File: config.mk
export PLATFORM = sky130hd
export DESIGN_NAME = cam_top
export DESIGN_NICKNAME = d
export VERILOG_FILES = /design/src/hw/cam_pkg.sv /design/src/hw/cam_top.sv
export SDC_FILE = /design/constraint.sdc
export NUM_CORES = 2
export LEC_CHECK = 0
export ABC_AREA = 1
export BUFFER_PORTS_ARGS = -buffer_cell sky130_fd_sc_hd__buf_4
export CAP_MARGIN = 20
export CORE_ASPECT_RATIO = 2
export CORE_MARGIN = 1
export CORE_UTILIZATION = 50
export DETAILED_ROUTE_END_ITERATION = 10
export PLACE_DENSITY = 0.69
export SLEW_MARGIN = 25
export SYNTH_ARGS = -nofsm -noshare
export SYNTH_HDL_FRONTEND = slang
export SYNTH_SLANG_ARGS = --single-unit
export TNS_END_PERCENT = 10
File: constraint.sdc
create_clock -name ref_clk -period 6.16 [get_ports ref_clk]
set_input_delay 1.232 -clock ref_clk [delete_from_list [all_inputs] [get_ports ref_clk]]
set_output_delay 1.232 -clock ref_clk [all_outputs]
set_load 0.005 [all_outputs]
File: src/hw/cam_pkg.sv
// package: register map, field positions and bus carriers of the counter array
package cam_pkg;
    localparam int CAM_NUM_MOD = 8;
    localparam int CAM_NUM_CAP = 6;
    // per-module register block: byte address = module * 16 + register offset
    localparam logic [7:0] CAM_OFS_MODE = 8'h00;
    localparam logic [7:0] CAM_OFS_CMP_LO = 8'h04;
    localparam logic [7:0] CAM_OFS_CMP_HI = 8'h08;
    localparam logic [7:0] CAM_OFS_AUX = 8'h0C;
    localparam logic [7:0] CAM_MOD_STRIDE = 8'h10;
    // global registers
    localparam logic [7:0] CAM_OFS_CTRL = 8'h80;
    localparam logic [7:0] CAM_OFS_COUNT = 8'h84;
    // module mode register fields
    localparam int CAM_M_PAIR_D = 7;
    localparam int CAM_M_CMP_EN = 6;
    localparam int CAM_M_CAP_RISE = 5;
    localparam int CAM_M_CAP_FALL = 4;
    localparam int CAM_M_MATCH = 3;
    localparam int CAM_M_TOGGLE = 2;
    localparam int CAM_M_PWM = 1;
    localparam int CAM_M_IRQ_EN = 0;
    // auxiliary register fields
    localparam int CAM_A_RES = 6;
    localparam int CAM_A_FLAG = 3;
    localparam int CAM_A_BUF9 = 1;
    localparam int CAM_A_ACT9 = 0;
    localparam logic [7:0] CAM_AUX_WMASK = 8'hC3;
    // control register fields
    localparam int CAM_C_RUN = 0;
    localparam int CAM_C_PAIR_A = 1;
    localparam int CAM_C_PAIR_B = 2;
    localparam int CAM_C_PAIR_C = 3;
    localparam int CAM_C_FSRC = 4;
    localparam logic [7:0] CAM_CTRL_WMASK = 8'h3F;
    // reset values
    localparam logic [7:0] CAM_RST_BYTE = 8'h00;
    localparam logic [15:0] CAM_RST_COUNT = 16'h0000;
    // resolution select encodings
    localparam logic [1:0] CAM_RES_8 = 2'b00;
    localparam logic [1:0] CAM_RES_10 = 2'b01;
    localparam logic [1:0] CAM_RES_12 = 2'b10;
    localparam logic [1:0] CAM_RES_16 = 2'b11;

    typedef struct packed {
        logic psel;
        logic penable;
        logic pwrite;
        logic [7:0] paddr;
        logic [31:0] pwdata;
    } cam_apb_req_t;

    typedef struct packed {
        logic pready;
        logic pslverr;
        logic [31:0] prdata;
    } cam_apb_rsp_t;

    typedef struct packed {
        logic timer_zero_overflow;
        logic timer_one_overflow;
        logic timer_three_overflow;
        logic serial_zero_baud_overflow;
    } cam_step_t;
endpackage : cam_pkg

File: src/hw/cam_top.sv
// eight compare/pwm modules, capture on modules 0..5 only, around one shared 16-bit counter
// Contract
// - valid pin edge copies counter into compare bytes
// - irq only when flag and enable set
// - odd modules buffer even captures when paired
// - pair enables join modules 0/1, 2/3, 4/5
// - timer mode: counter equals compare sets flag
// - toggle mode inverts pin on each match
// - all pwm share the one counter frequency
// - 8-bit pwm low while low byte below active
// - active value reloads at low byte rollover
// - duty equals one minus buffered over 256
// - resolution 00 gives buffered 8-bit pwm
// - resolutions 01/10/11 give 10/12/16 bits, unbuffered unless paired
// - pwm-match toggle mode toggles on pwm comparator
// - paired pwm-match: even sets, odd clears
// - modules 6/7 pair via module 6 bit
// - fifo mode chains four compare bytes
// - step source select picks overflow event
// - fifo: n pwm reloads, n+1 shifts
// - mode bit combinations select module functions
// - flag set by hardware, cleared by software
module cam_top #(
    parameter int NUM_MOD = 8
) (
    // clock and reset
    input wire logic ref_clk,
    input wire logic srst,
    // register bus
    input cam_pkg::cam_apb_req_t apb_req,
    output cam_pkg::cam_apb_rsp_t apb_rsp,
    // module pins: input, output, output enable (low while driving)
    input wire logic [7:0] module_pin_in,
    output logic [7:0] module_pin_out,
    output logic [7:0] module_pin_oe_n,
    // fifo step events, one-cycle pulses
    input cam_pkg::cam_step_t step_in,
    // array interrupt request
    output logic irq
);
    import cam_pkg::*;

    if (NUM_MOD != CAM_NUM_MOD) begin : g_check
        $error("cam_top serves exactly eight modules");
    end

    // register state
    logic [7:0] mode [8];
    logic [7:0] cmp_lo [8];
    logic [7:0] cmp_hi [8];
    logic [7:0] aux [8];
    logic [16:0] act [8];
    logic [7:0] ctrl;
    logic [15:0] counter;
    logic [7:0] pin_s1;
    logic [7:0] pin_s2;
    logic [7:0] pin_prev;

    // per-module decoded function and events
    logic [7:0] is_cap, is_cmp, is_pwm, is_pwm_match_toggle_mode, is_fifo, paired;
    logic [7:0] cap_hit, cmp_hit, pwm_hit, period_end, pwm_lvl, hit;
    logic [16:0] eff [8];
    logic [3:0] pair_bit;
    logic fifo_step;

    // width mask of the counter for a resolution select
    function automatic logic [15:0] cam_mask(input logic [1:0] res);
        case (res)
            CAM_RES_8: cam_mask = 16'h00FF;
            CAM_RES_10: cam_mask = 16'h03FF;
            CAM_RES_12: cam_mask = 16'h0FFF;
            default: cam_mask = 16'hFFFF;
        endcase
    endfunction : cam_mask

    // compare value with its extension bit placed just above the width
    function automatic logic [16:0] cam_ext(input logic [1:0] res,
                                            input logic top,
                                            input logic [15:0] val);
        logic [15:0] m;
        m = cam_mask(res);
        cam_ext = {1'b0, val & m} + {m, 1'b1} - {m, 1'b0} + {16'h0000, 1'b0};
        cam_ext = {1'b0, val & m} | (top ? ({1'b0, m} + 17'h0_0001) : 17'h0);
    endfunction : cam_ext

    // bus decode
    wire logic [2:0] sel_mod = apb_req.paddr[6:4];
    wire logic [7:0] sel_ofs = {4'h0, apb_req.paddr[3:0]};
    wire logic in_mod = ~apb_req.paddr[7];
    wire logic hit_ctrl = apb_req.paddr == CAM_OFS_CTRL;
    wire logic hit_count = apb_req.paddr == CAM_OFS_COUNT;
    wire logic mapped = in_mod | hit_ctrl | hit_count;
    wire logic setup_ph = apb_req.psel & ~apb_req.penable & ~apb_rsp.pready;
    wire logic wr_en = apb_req.psel & apb_req.penable & apb_rsp.pready
                       & apb_req.pwrite;
    wire logic [7:0] wbyte = apb_req.pwdata[7:0];
    wire logic wr_mode = wr_en & in_mod & (sel_ofs == CAM_OFS_MODE);
    wire logic wr_lo = wr_en & in_mod & (sel_ofs == CAM_OFS_CMP_LO);
    wire logic wr_hi = wr_en & in_mod & (sel_ofs == CAM_OFS_CMP_HI);
    wire logic wr_aux = wr_en & in_mod & (sel_ofs == CAM_OFS_AUX);
    wire logic wr_ctrl = wr_en & hit_ctrl;
    logic [7:0] rd_mod;
    always_comb begin
        case (sel_ofs)
            CAM_OFS_MODE: rd_mod = mode[sel_mod];
            CAM_OFS_CMP_LO: rd_mod = cmp_lo[sel_mod];
            CAM_OFS_CMP_HI: rd_mod = cmp_hi[sel_mod];
            default: rd_mod = aux[sel_mod];
        endcase
    end
    wire logic [31:0] rd_word = in_mod ? {24'h00_0000, rd_mod}
                              : hit_ctrl ? {24'h00_0000, ctrl}
                              : hit_count ? {16'h0000, counter} : 32'h0000_0000;

    // pairing bits; the 6/7 bit lives in the module 6 mode register
    assign pair_bit = {mode[6][CAM_M_PAIR_D],
                       ctrl[CAM_C_PAIR_C], ctrl[CAM_C_PAIR_B],
                       ctrl[CAM_C_PAIR_A]};

    // step event source for fifo chains
    wire logic [1:0] fsrc = ctrl[CAM_C_FSRC +: 2];
    assign fifo_step = (fsrc == 2'b00) ? step_in.timer_zero_overflow
                     : (fsrc == 2'b01) ? step_in.timer_one_overflow
                     : (fsrc == 2'b10) ? step_in.timer_three_overflow
                     : step_in.serial_zero_baud_overflow;

    // per-module decode, comparators and pwm level
    for (genvar g = 0; g < 8; g++) begin : g_mod
        wire logic [7:0] m = mode[g];
        wire logic [1:0] res = aux[g][CAM_A_RES +: 2];
        wire logic [15:0] msk = cam_mask(res);
        wire logic [16:0] cnt_w = {1'b0, counter & msk};
        wire logic rise = pin_s2[g] & ~pin_prev[g];
        wire logic fall = ~pin_s2[g] & pin_prev[g];
        // capture only on modules 0..5 with the pwm, match and toggle bits clear
        assign is_cap[g] = (m[CAM_M_CAP_RISE] | m[CAM_M_CAP_FALL])
                           & ~m[CAM_M_PWM] & ~m[CAM_M_MATCH]
                           & ~m[CAM_M_TOGGLE] & (g < CAM_NUM_CAP);
        assign is_cmp[g] = m[CAM_M_CMP_EN] & m[CAM_M_MATCH]
                           & ~m[CAM_M_PWM];
        assign is_pwm[g] = m[CAM_M_CMP_EN] & m[CAM_M_PWM];
        assign is_pwm_match_toggle_mode[g] = is_pwm[g] & m[CAM_M_TOGGLE];
        assign is_fifo[g] = is_pwm[g] & m[CAM_M_CAP_FALL]
                            & ~m[CAM_M_TOGGLE] & (g % 2 == 0);
        assign paired[g] = pair_bit[g / 2];
        assign cap_hit[g] = is_cap[g] & ((m[CAM_M_CAP_RISE] & rise)
                            | (m[CAM_M_CAP_FALL] & fall));
        assign cmp_hit[g] = is_cmp[g]
                            & (counter == {cmp_hi[g], cmp_lo[g]});
        assign period_end[g] = (counter & msk) == msk;
        // 8-bit is always buffered; wide is buffered only when paired
        assign eff[g] = (res == CAM_RES_8 || paired[g]) ? act[g]
                        : cam_ext(res, aux[g][CAM_A_ACT9],
                                  {cmp_hi[g], cmp_lo[g]});
        assign pwm_lvl[g] = ~(cnt_w < eff[g]);
        assign pwm_hit[g] = is_pwm_match_toggle_mode[g] & (cnt_w == eff[g]);
        assign hit[g] = cap_hit[g] | (cmp_hit[g] & m[CAM_M_MATCH])
                        | pwm_hit[g];
    end

    // shared free-running counter clocks every pwm alike
    always_ff @(posedge ref_clk) begin
        if (srst) begin
            counter <= CAM_RST_COUNT;
        end else if (ctrl[CAM_C_RUN]) begin
            counter <= counter + 16'h0001;
        end
    end

    // two-stage synchroniser, then a third stage for edge detection
    always_ff @(posedge ref_clk) begin
        if (srst) begin
            pin_s1 <= CAM_RST_BYTE;
            pin_s2 <= CAM_RST_BYTE;
            pin_prev <= CAM_RST_BYTE;
        end else begin
            pin_s1 <= module_pin_in;
            pin_s2 <= pin_s1;
            pin_prev <= pin_s2;
        end
    end

    // control and mode registers, written by software only
    always_ff @(posedge ref_clk) begin
        if (srst) begin
            ctrl <= CAM_RST_BYTE;
            for (int n = 0; n < 8; n++) begin
                mode[n] <= CAM_RST_BYTE;
            end
        end else begin
            if (wr_ctrl) begin
                ctrl <= wbyte & CAM_CTRL_WMASK;
            end
            if (wr_mode) begin
                mode[sel_mod] <= wbyte;
            end
        end
    end

    // aux: software fields plus the event flag; a set beats a clear
    always_ff @(posedge ref_clk) begin
        if (srst) begin
            for (int n = 0; n < 8; n++) begin
                aux[n] <= CAM_RST_BYTE;
            end
        end else begin
            for (int n = 0; n < 8; n++) begin
                if (wr_aux && sel_mod == n[2:0]) begin
                    aux[n] <= (wbyte & CAM_AUX_WMASK)
                              | {4'h0, aux[n][CAM_A_FLAG] & wbyte[CAM_A_FLAG],
                                 3'b000};
                end
                if (hit[n]) begin
                    aux[n][CAM_A_FLAG] <= 1'b1;
                end
            end
        end
    end

    // compare bytes: software writes, captures, pair buffer, fifo shift;
    // hardware events win over a software write in the same cycle
    always_ff @(posedge ref_clk) begin
        if (srst) begin
            for (int n = 0; n < 8; n++) begin
                cmp_lo[n] <= CAM_RST_BYTE;
                cmp_hi[n] <= CAM_RST_BYTE;
            end
        end else begin
            for (int n = 0; n < 8; n++) begin
                if (wr_lo && sel_mod == n[2:0]) begin
                    cmp_lo[n] <= wbyte;
                end
                if (wr_hi && sel_mod == n[2:0]) begin
                    cmp_hi[n] <= wbyte;
                end
                if (cap_hit[n]) begin
                    {cmp_hi[n], cmp_lo[n]} <= counter;
                end
            end
            for (int p = 0; p < 3; p++) begin
                // odd module keeps the even one's previous capture
                if (paired[2 * p] && cap_hit[2 * p]) begin
                    cmp_hi[2 * p + 1] <= cmp_hi[2 * p];
                    cmp_lo[2 * p + 1] <= cmp_lo[2 * p];
                end
            end
            for (int p = 0; p < 4; p++) begin
                // chain: (n+1) high -> (n+1) low -> n low -> n high
                if (is_fifo[2 * p] && fifo_step) begin
                    cmp_hi[2 * p] <= cmp_lo[2 * p];
                    cmp_lo[2 * p] <= cmp_lo[2 * p + 1];
                    cmp_lo[2 * p + 1] <= cmp_hi[2 * p + 1];
                end
            end
        end
    end

    // active pwm compare value reloads at the end of each period
    always_ff @(posedge ref_clk) begin
        if (srst) begin
            for (int n = 0; n < 8; n++) begin
                act[n] <= 17'h0_0000;
            end
        end else begin
            for (int n = 0; n < 8; n++) begin
                if (period_end[n] && ctrl[CAM_C_RUN]) begin
                    act[n] <= (aux[n][CAM_A_RES +: 2] == CAM_RES_8)
                        ? {8'h00, aux[n][CAM_A_BUF9], cmp_hi[n]}
                        : cam_ext(aux[n][CAM_A_RES +: 2], aux[n][CAM_A_BUF9],
                                  {cmp_hi[n], cmp_lo[n]});
                end
            end
        end
    end

    // pin drive: pwm level, toggle on match, paired set/clear
    always_ff @(posedge ref_clk) begin
        if (srst) begin
            module_pin_out <= CAM_RST_BYTE;
            module_pin_oe_n <= 8'hFF;
        end else begin
            for (int n = 0; n < 8; n++) begin
                module_pin_oe_n[n] <= ~((is_cmp[n] & mode[n][CAM_M_TOGGLE])
                                        | is_pwm[n]);
                if (is_pwm_match_toggle_mode[n]) begin
                    if (pwm_hit[n]) begin
                        module_pin_out[n] <= ~module_pin_out[n];
                    end
                end else if (is_pwm[n]) begin
                    module_pin_out[n] <= pwm_lvl[n];
                end else if (cmp_hit[n] && mode[n][CAM_M_TOGGLE]) begin
                    module_pin_out[n] <= ~module_pin_out[n];
                end
            end
            for (int p = 0; p < 4; p++) begin
                // even match marks the start, odd match the end
                if (paired[2 * p] && is_pwm_match_toggle_mode[2 * p]) begin
                    if (pwm_hit[2 * p]) begin
                        module_pin_out[2 * p] <= 1'b1;
                    end else if (is_pwm_match_toggle_mode[2 * p + 1] && pwm_hit[2 * p + 1]) begin
                        module_pin_out[2 * p] <= 1'b0;
                    end
                end
            end
        end
    end

    // interrupt request from enabled flags
    always_ff @(posedge ref_clk) begin
        if (srst) begin
            irq <= 1'b0;
        end else begin
            irq <= 1'b0;
            for (int n = 0; n < 8; n++) begin
                if (aux[n][CAM_A_FLAG] && mode[n][CAM_M_IRQ_EN]) begin
                    irq <= 1'b1;
                end
            end
        end
    end

    // apb slave: answer registered in setup, one access cycle, no waits
    always_ff @(posedge ref_clk) begin
        if (srst) begin
            apb_rsp <= '0;
        end else begin
            apb_rsp.pready <= setup_ph;
            apb_rsp.pslverr <= setup_ph & ~mapped;
            apb_rsp.prdata <= (setup_ph & ~apb_req.pwrite) ? rd_word
                              : 32'h0000_0000;
        end
    end
endmodule : cam_top

==> run_results.csv <==
group,metric,value,unit
timing,finalHoldViolations,0,
placement,io_buffers,65,
routing,drtAntennaViolNets,0,
power_and_ir_drop,p_int,0.00491,W
timing,worst_slack,1.89,ns
cts,cts_sinks,443,
global_route,antenna_found_initial,10,
cts,htreeDepth,2,
timing,finalMaxSlewViolations,0,
logic_synthesis,yosysSeqAreaShare,39.2,%
power_and_ir_drop,peakVddDrop,0.220,mV
floorplanning,core,56500,sq um
logic_synthesis,synthArstFlopShare,0,%
timing,slew_headroom,19.8,%
power_and_ir_drop,powerDensity,218,nW/um^2
cts,clock_latency,0.60,ns
logic_synthesis,yosysWarningCount,0,
power_and_ir_drop,seqPwrFrac,48.1,%
floorplanning,die_width,171,microns
logic_synthesis,synth_top_area_share,25.1,%
timing,max_freq,234,MHz
timing,period_minus_slack,4.27,ns
placement,place_ws,1.92,ns
worst_setup_path,crit_required,6.47,ns
cts,clk_pin_slew,0.07,ns
placement,placed_area,29700,sq um
routing,routed_wl,136,mm
cells_and_area,layout_commonest_cell,"nand2_1",
worst_setup_path,critPathArrivalTime,4.57,ns
flow_run,maxCapViolCount,0,
power_and_ir_drop,power_frac_comb,10.0,%
global_route,grt_start_max_net_pins,97,
worst_setup_path,critPathKind,"reg -> reg",
routing,drc,0,
power_and_ir_drop,cellLeakagePower,12.6,nW
timing,post-route-period-util,69.3,%
logic_synthesis,synthDistinctLibCells,63,
global_route,grt-ovfl-total,0,
timing,setup_viol,0,
logic_synthesis,synth_top_area_cell,"edfxtp_1",
worst_hold_path,hold_class,"reg -> reg",
status,status,"completed",
logic_synthesis,synth-edff-count,240,
cells_and_area,layout_common_cells,"nand2_1 (828), nor2_1 (536), inv_1 (392), a21oi_1 (379), o21ai_0 (345)",
placement,post-dp-hpwl,95.8,mm
cells_and_area,drive_above_1_share,6.79,%
timing,rsz0062_at_grt,"false",
timing,setup_tns,0,ns
routing,num_vias,30400,
worst_setup_path,cp-end-kind,"flip-flop",
power_and_ir_drop,clkPwrFrac,41.8,%
floorplanning,num_rows,123,
routing,routedWlPerCell,28.8,microns
cts,ctsHoldBuffers,0,
global_route,grt_pass1_wl,193,mm
floorplanning,io_pins,108,
cts,cts-resized-gates,0,
floorplanning,start_util,50.9,%
routing,drtIter0Drc,3955,
cts,clockBufferDepth,3,
cells_and_area,area_delta_synth_final,8.35,%
logic_synthesis,synth.avg_cell_area,7.24,sq um
logic_synthesis,syn_area,28700,sq um
global_route,grt.total_usage,46.9,%
routing,viasPerCell,6.41,
cts,post-cts-setup-buffers,0,
routing,first_pass_iters,8,
cells_and_area,stdcell_area,31100,sq um
timing,finalClockSkew,0.0163,ns
logic_synthesis,yosys-top-cells-area,"edfxtp_1 (25%), dfxtp_1 (14%), nand2_1 (11%), nor2_1 (7.0%), a21oi_1 (6.6%)",
floorplanning,die_area,58500,sq um
cells_and_area,fill_cells,5624,
timing,worst_pin_slew,1.20,ns
cts,clk_root_buffer_cell,"clkbuf_16",
worst_setup_path,critPathLaunchType,"flip-flop",
cells_and_area,final_nets,4128,
cts,tritoncts,"done",
global_route,grt_pass1_vias,28400,
power_and_ir_drop,p_switching,0.00186,W
worst_setup_path,crit_fanout,18,
cts,cts_buffers,43,
logic_synthesis,ys_seq_elements,443,
logic_synthesis,synth-main-ff-cell,"edfxtp_1",
placement,gp_congestion,1.06,
floorplanning,die_h,341,microns
power_and_ir_drop,swShare,27.5,%
logic_synthesis,synth_cells,3969,
==> per-layer routing <==
layer	vias to the layer above	global-route usage (%)	wire length (microns)
met5	-	0	25
met4	4	48.5	17100
met3	793	12.4	15900
met2	2150	71.3	60200
met1	14000	50.9	43300
li1	13400	-	-
==> final timing paths <==
path | startpoint | endpoint | slack [ns] | cells after the start
setup / recovery | aux[2][7] | aux[2][3] | 1.89 | 13
hold / removal | pin_s1[4] | pin_s2[4] | 0.40 | 2
setup reg to reg | aux[2][7] | aux[2][3] | 1.89 | 13
hold reg to reg | pin_s1[4] | pin_s2[4] | 0.40 | 2
==> synth_stat cells, types with 26 or more instances <==
| cell | number |
|---|---|
| a21oi_1 | 379 |
| a22oi_1 | 27 |
| o22ai_1 | 94 |
| nor2_1 | 536 |
| buf_2 | 52 |
| dfxtp_1 | 203 |
| inv_1 | 393 |
| edfxtp_1 | 240 |
| nand2_1 | 828 |
| o211ai_1 | 54 |
| clkbuf_1 | 101 |
| buf_4 | 26 |
| nand3_1 | 131 |
| ha_1 | 129 |
| nand4_1 | 64 |
| nor3_1 | 66 |
| o21ai_0 | 347 |
==> area by class of cell <==
cell class / count / area (sq um) / area share, %
multi-input cells: 2908 / 14900 / 48.0
flip-flops and latches: 443 / 11300 / 36.2
inverters: 422 / 1590 / 5.11
clock buffers: 57 / 1200 / 3.86
repair buffers: 124 / 943 / 3.03
well taps: 750 / 938 / 3.02
clock inverters: 22 / 225 / 0.724
diodes: 8 / 20.0 / 0.0643
==> sequential cells by signal, indices dropped and copies added, names as in the netlist <==
name / count
act: 136
cmp_hi: 64
cmp_lo: 64
mode: 64
aux: 40
apb_rsp: 18
counter: 16
module_pin_oe_n: 8
module_pin_out: 8
ctrl: 6
pin_prev: 6
pin_s1: 6
pin_s2: 6
irq: 1
==> worst max-delay path, stage by stage, from the launching register on <==
cell	delay [ns]
edfxtp_1	0.53
nor2_2	0.62
inv_1	0.24
nand2_1	0.46
inv_1	0.32
o311ai_0	0.19
o21ai_0	0.16
ha_1	0.34
nand2_1	0.09
nor4_1	0.28
nand2_1	0.08
nor4b_1	0.34
o21ai_0	0.19
nand3_1	0.14
==> stage by stage <==
step / total power [W] / utilization [%] / cells / hold WS (ns)
5_1_grt: 0.00690 / 55.1 / 4727 / 0.415
3_3_place_gp: 0.00396 / 52.5 / 4647 / 0.390
6_report: 0.00678 / 55.1 / 4734 / 0.401
2_1_floorplan: 0.00371 / - / 3984 / 0.388
3_5_place_dp: 0.00396 / 52.5 / 4647 / 0.395
4_1_cts: 0.00672 / 55.1 / 4726 / 0.401
==> cells by family (layout without fill, tap and decap cells) <==
family	count (synthesis)	after routing	synth area share (%)
mux	3	3	0.105
flops	443	443	39.2
buf+inv	633	625	9.02
other cells	1	24	0.0131
compound gates	1020	1020	20.1
xor+xnor	43	43	1.31
fa+ha+maj	129	129	5.62
simple gates	1697	1697	24.6
==> power groups by stage <==
stage / Clock, W / Combinational [W] / Sequential, W
floorplan: 0 / 0.000429 / 0.00328
global placement: 0 / 0.000639 / 0.00332
detailed placement: 0 / 0.000645 / 0.00332
CTS: 0.00282 / 0.000647 / 0.00325
global route: 0.00291 / 0.000723 / 0.00326
finish: 0.00284 / 0.000681 / 0.00326
Note: power is estimated with default switching activity, not from simulation.
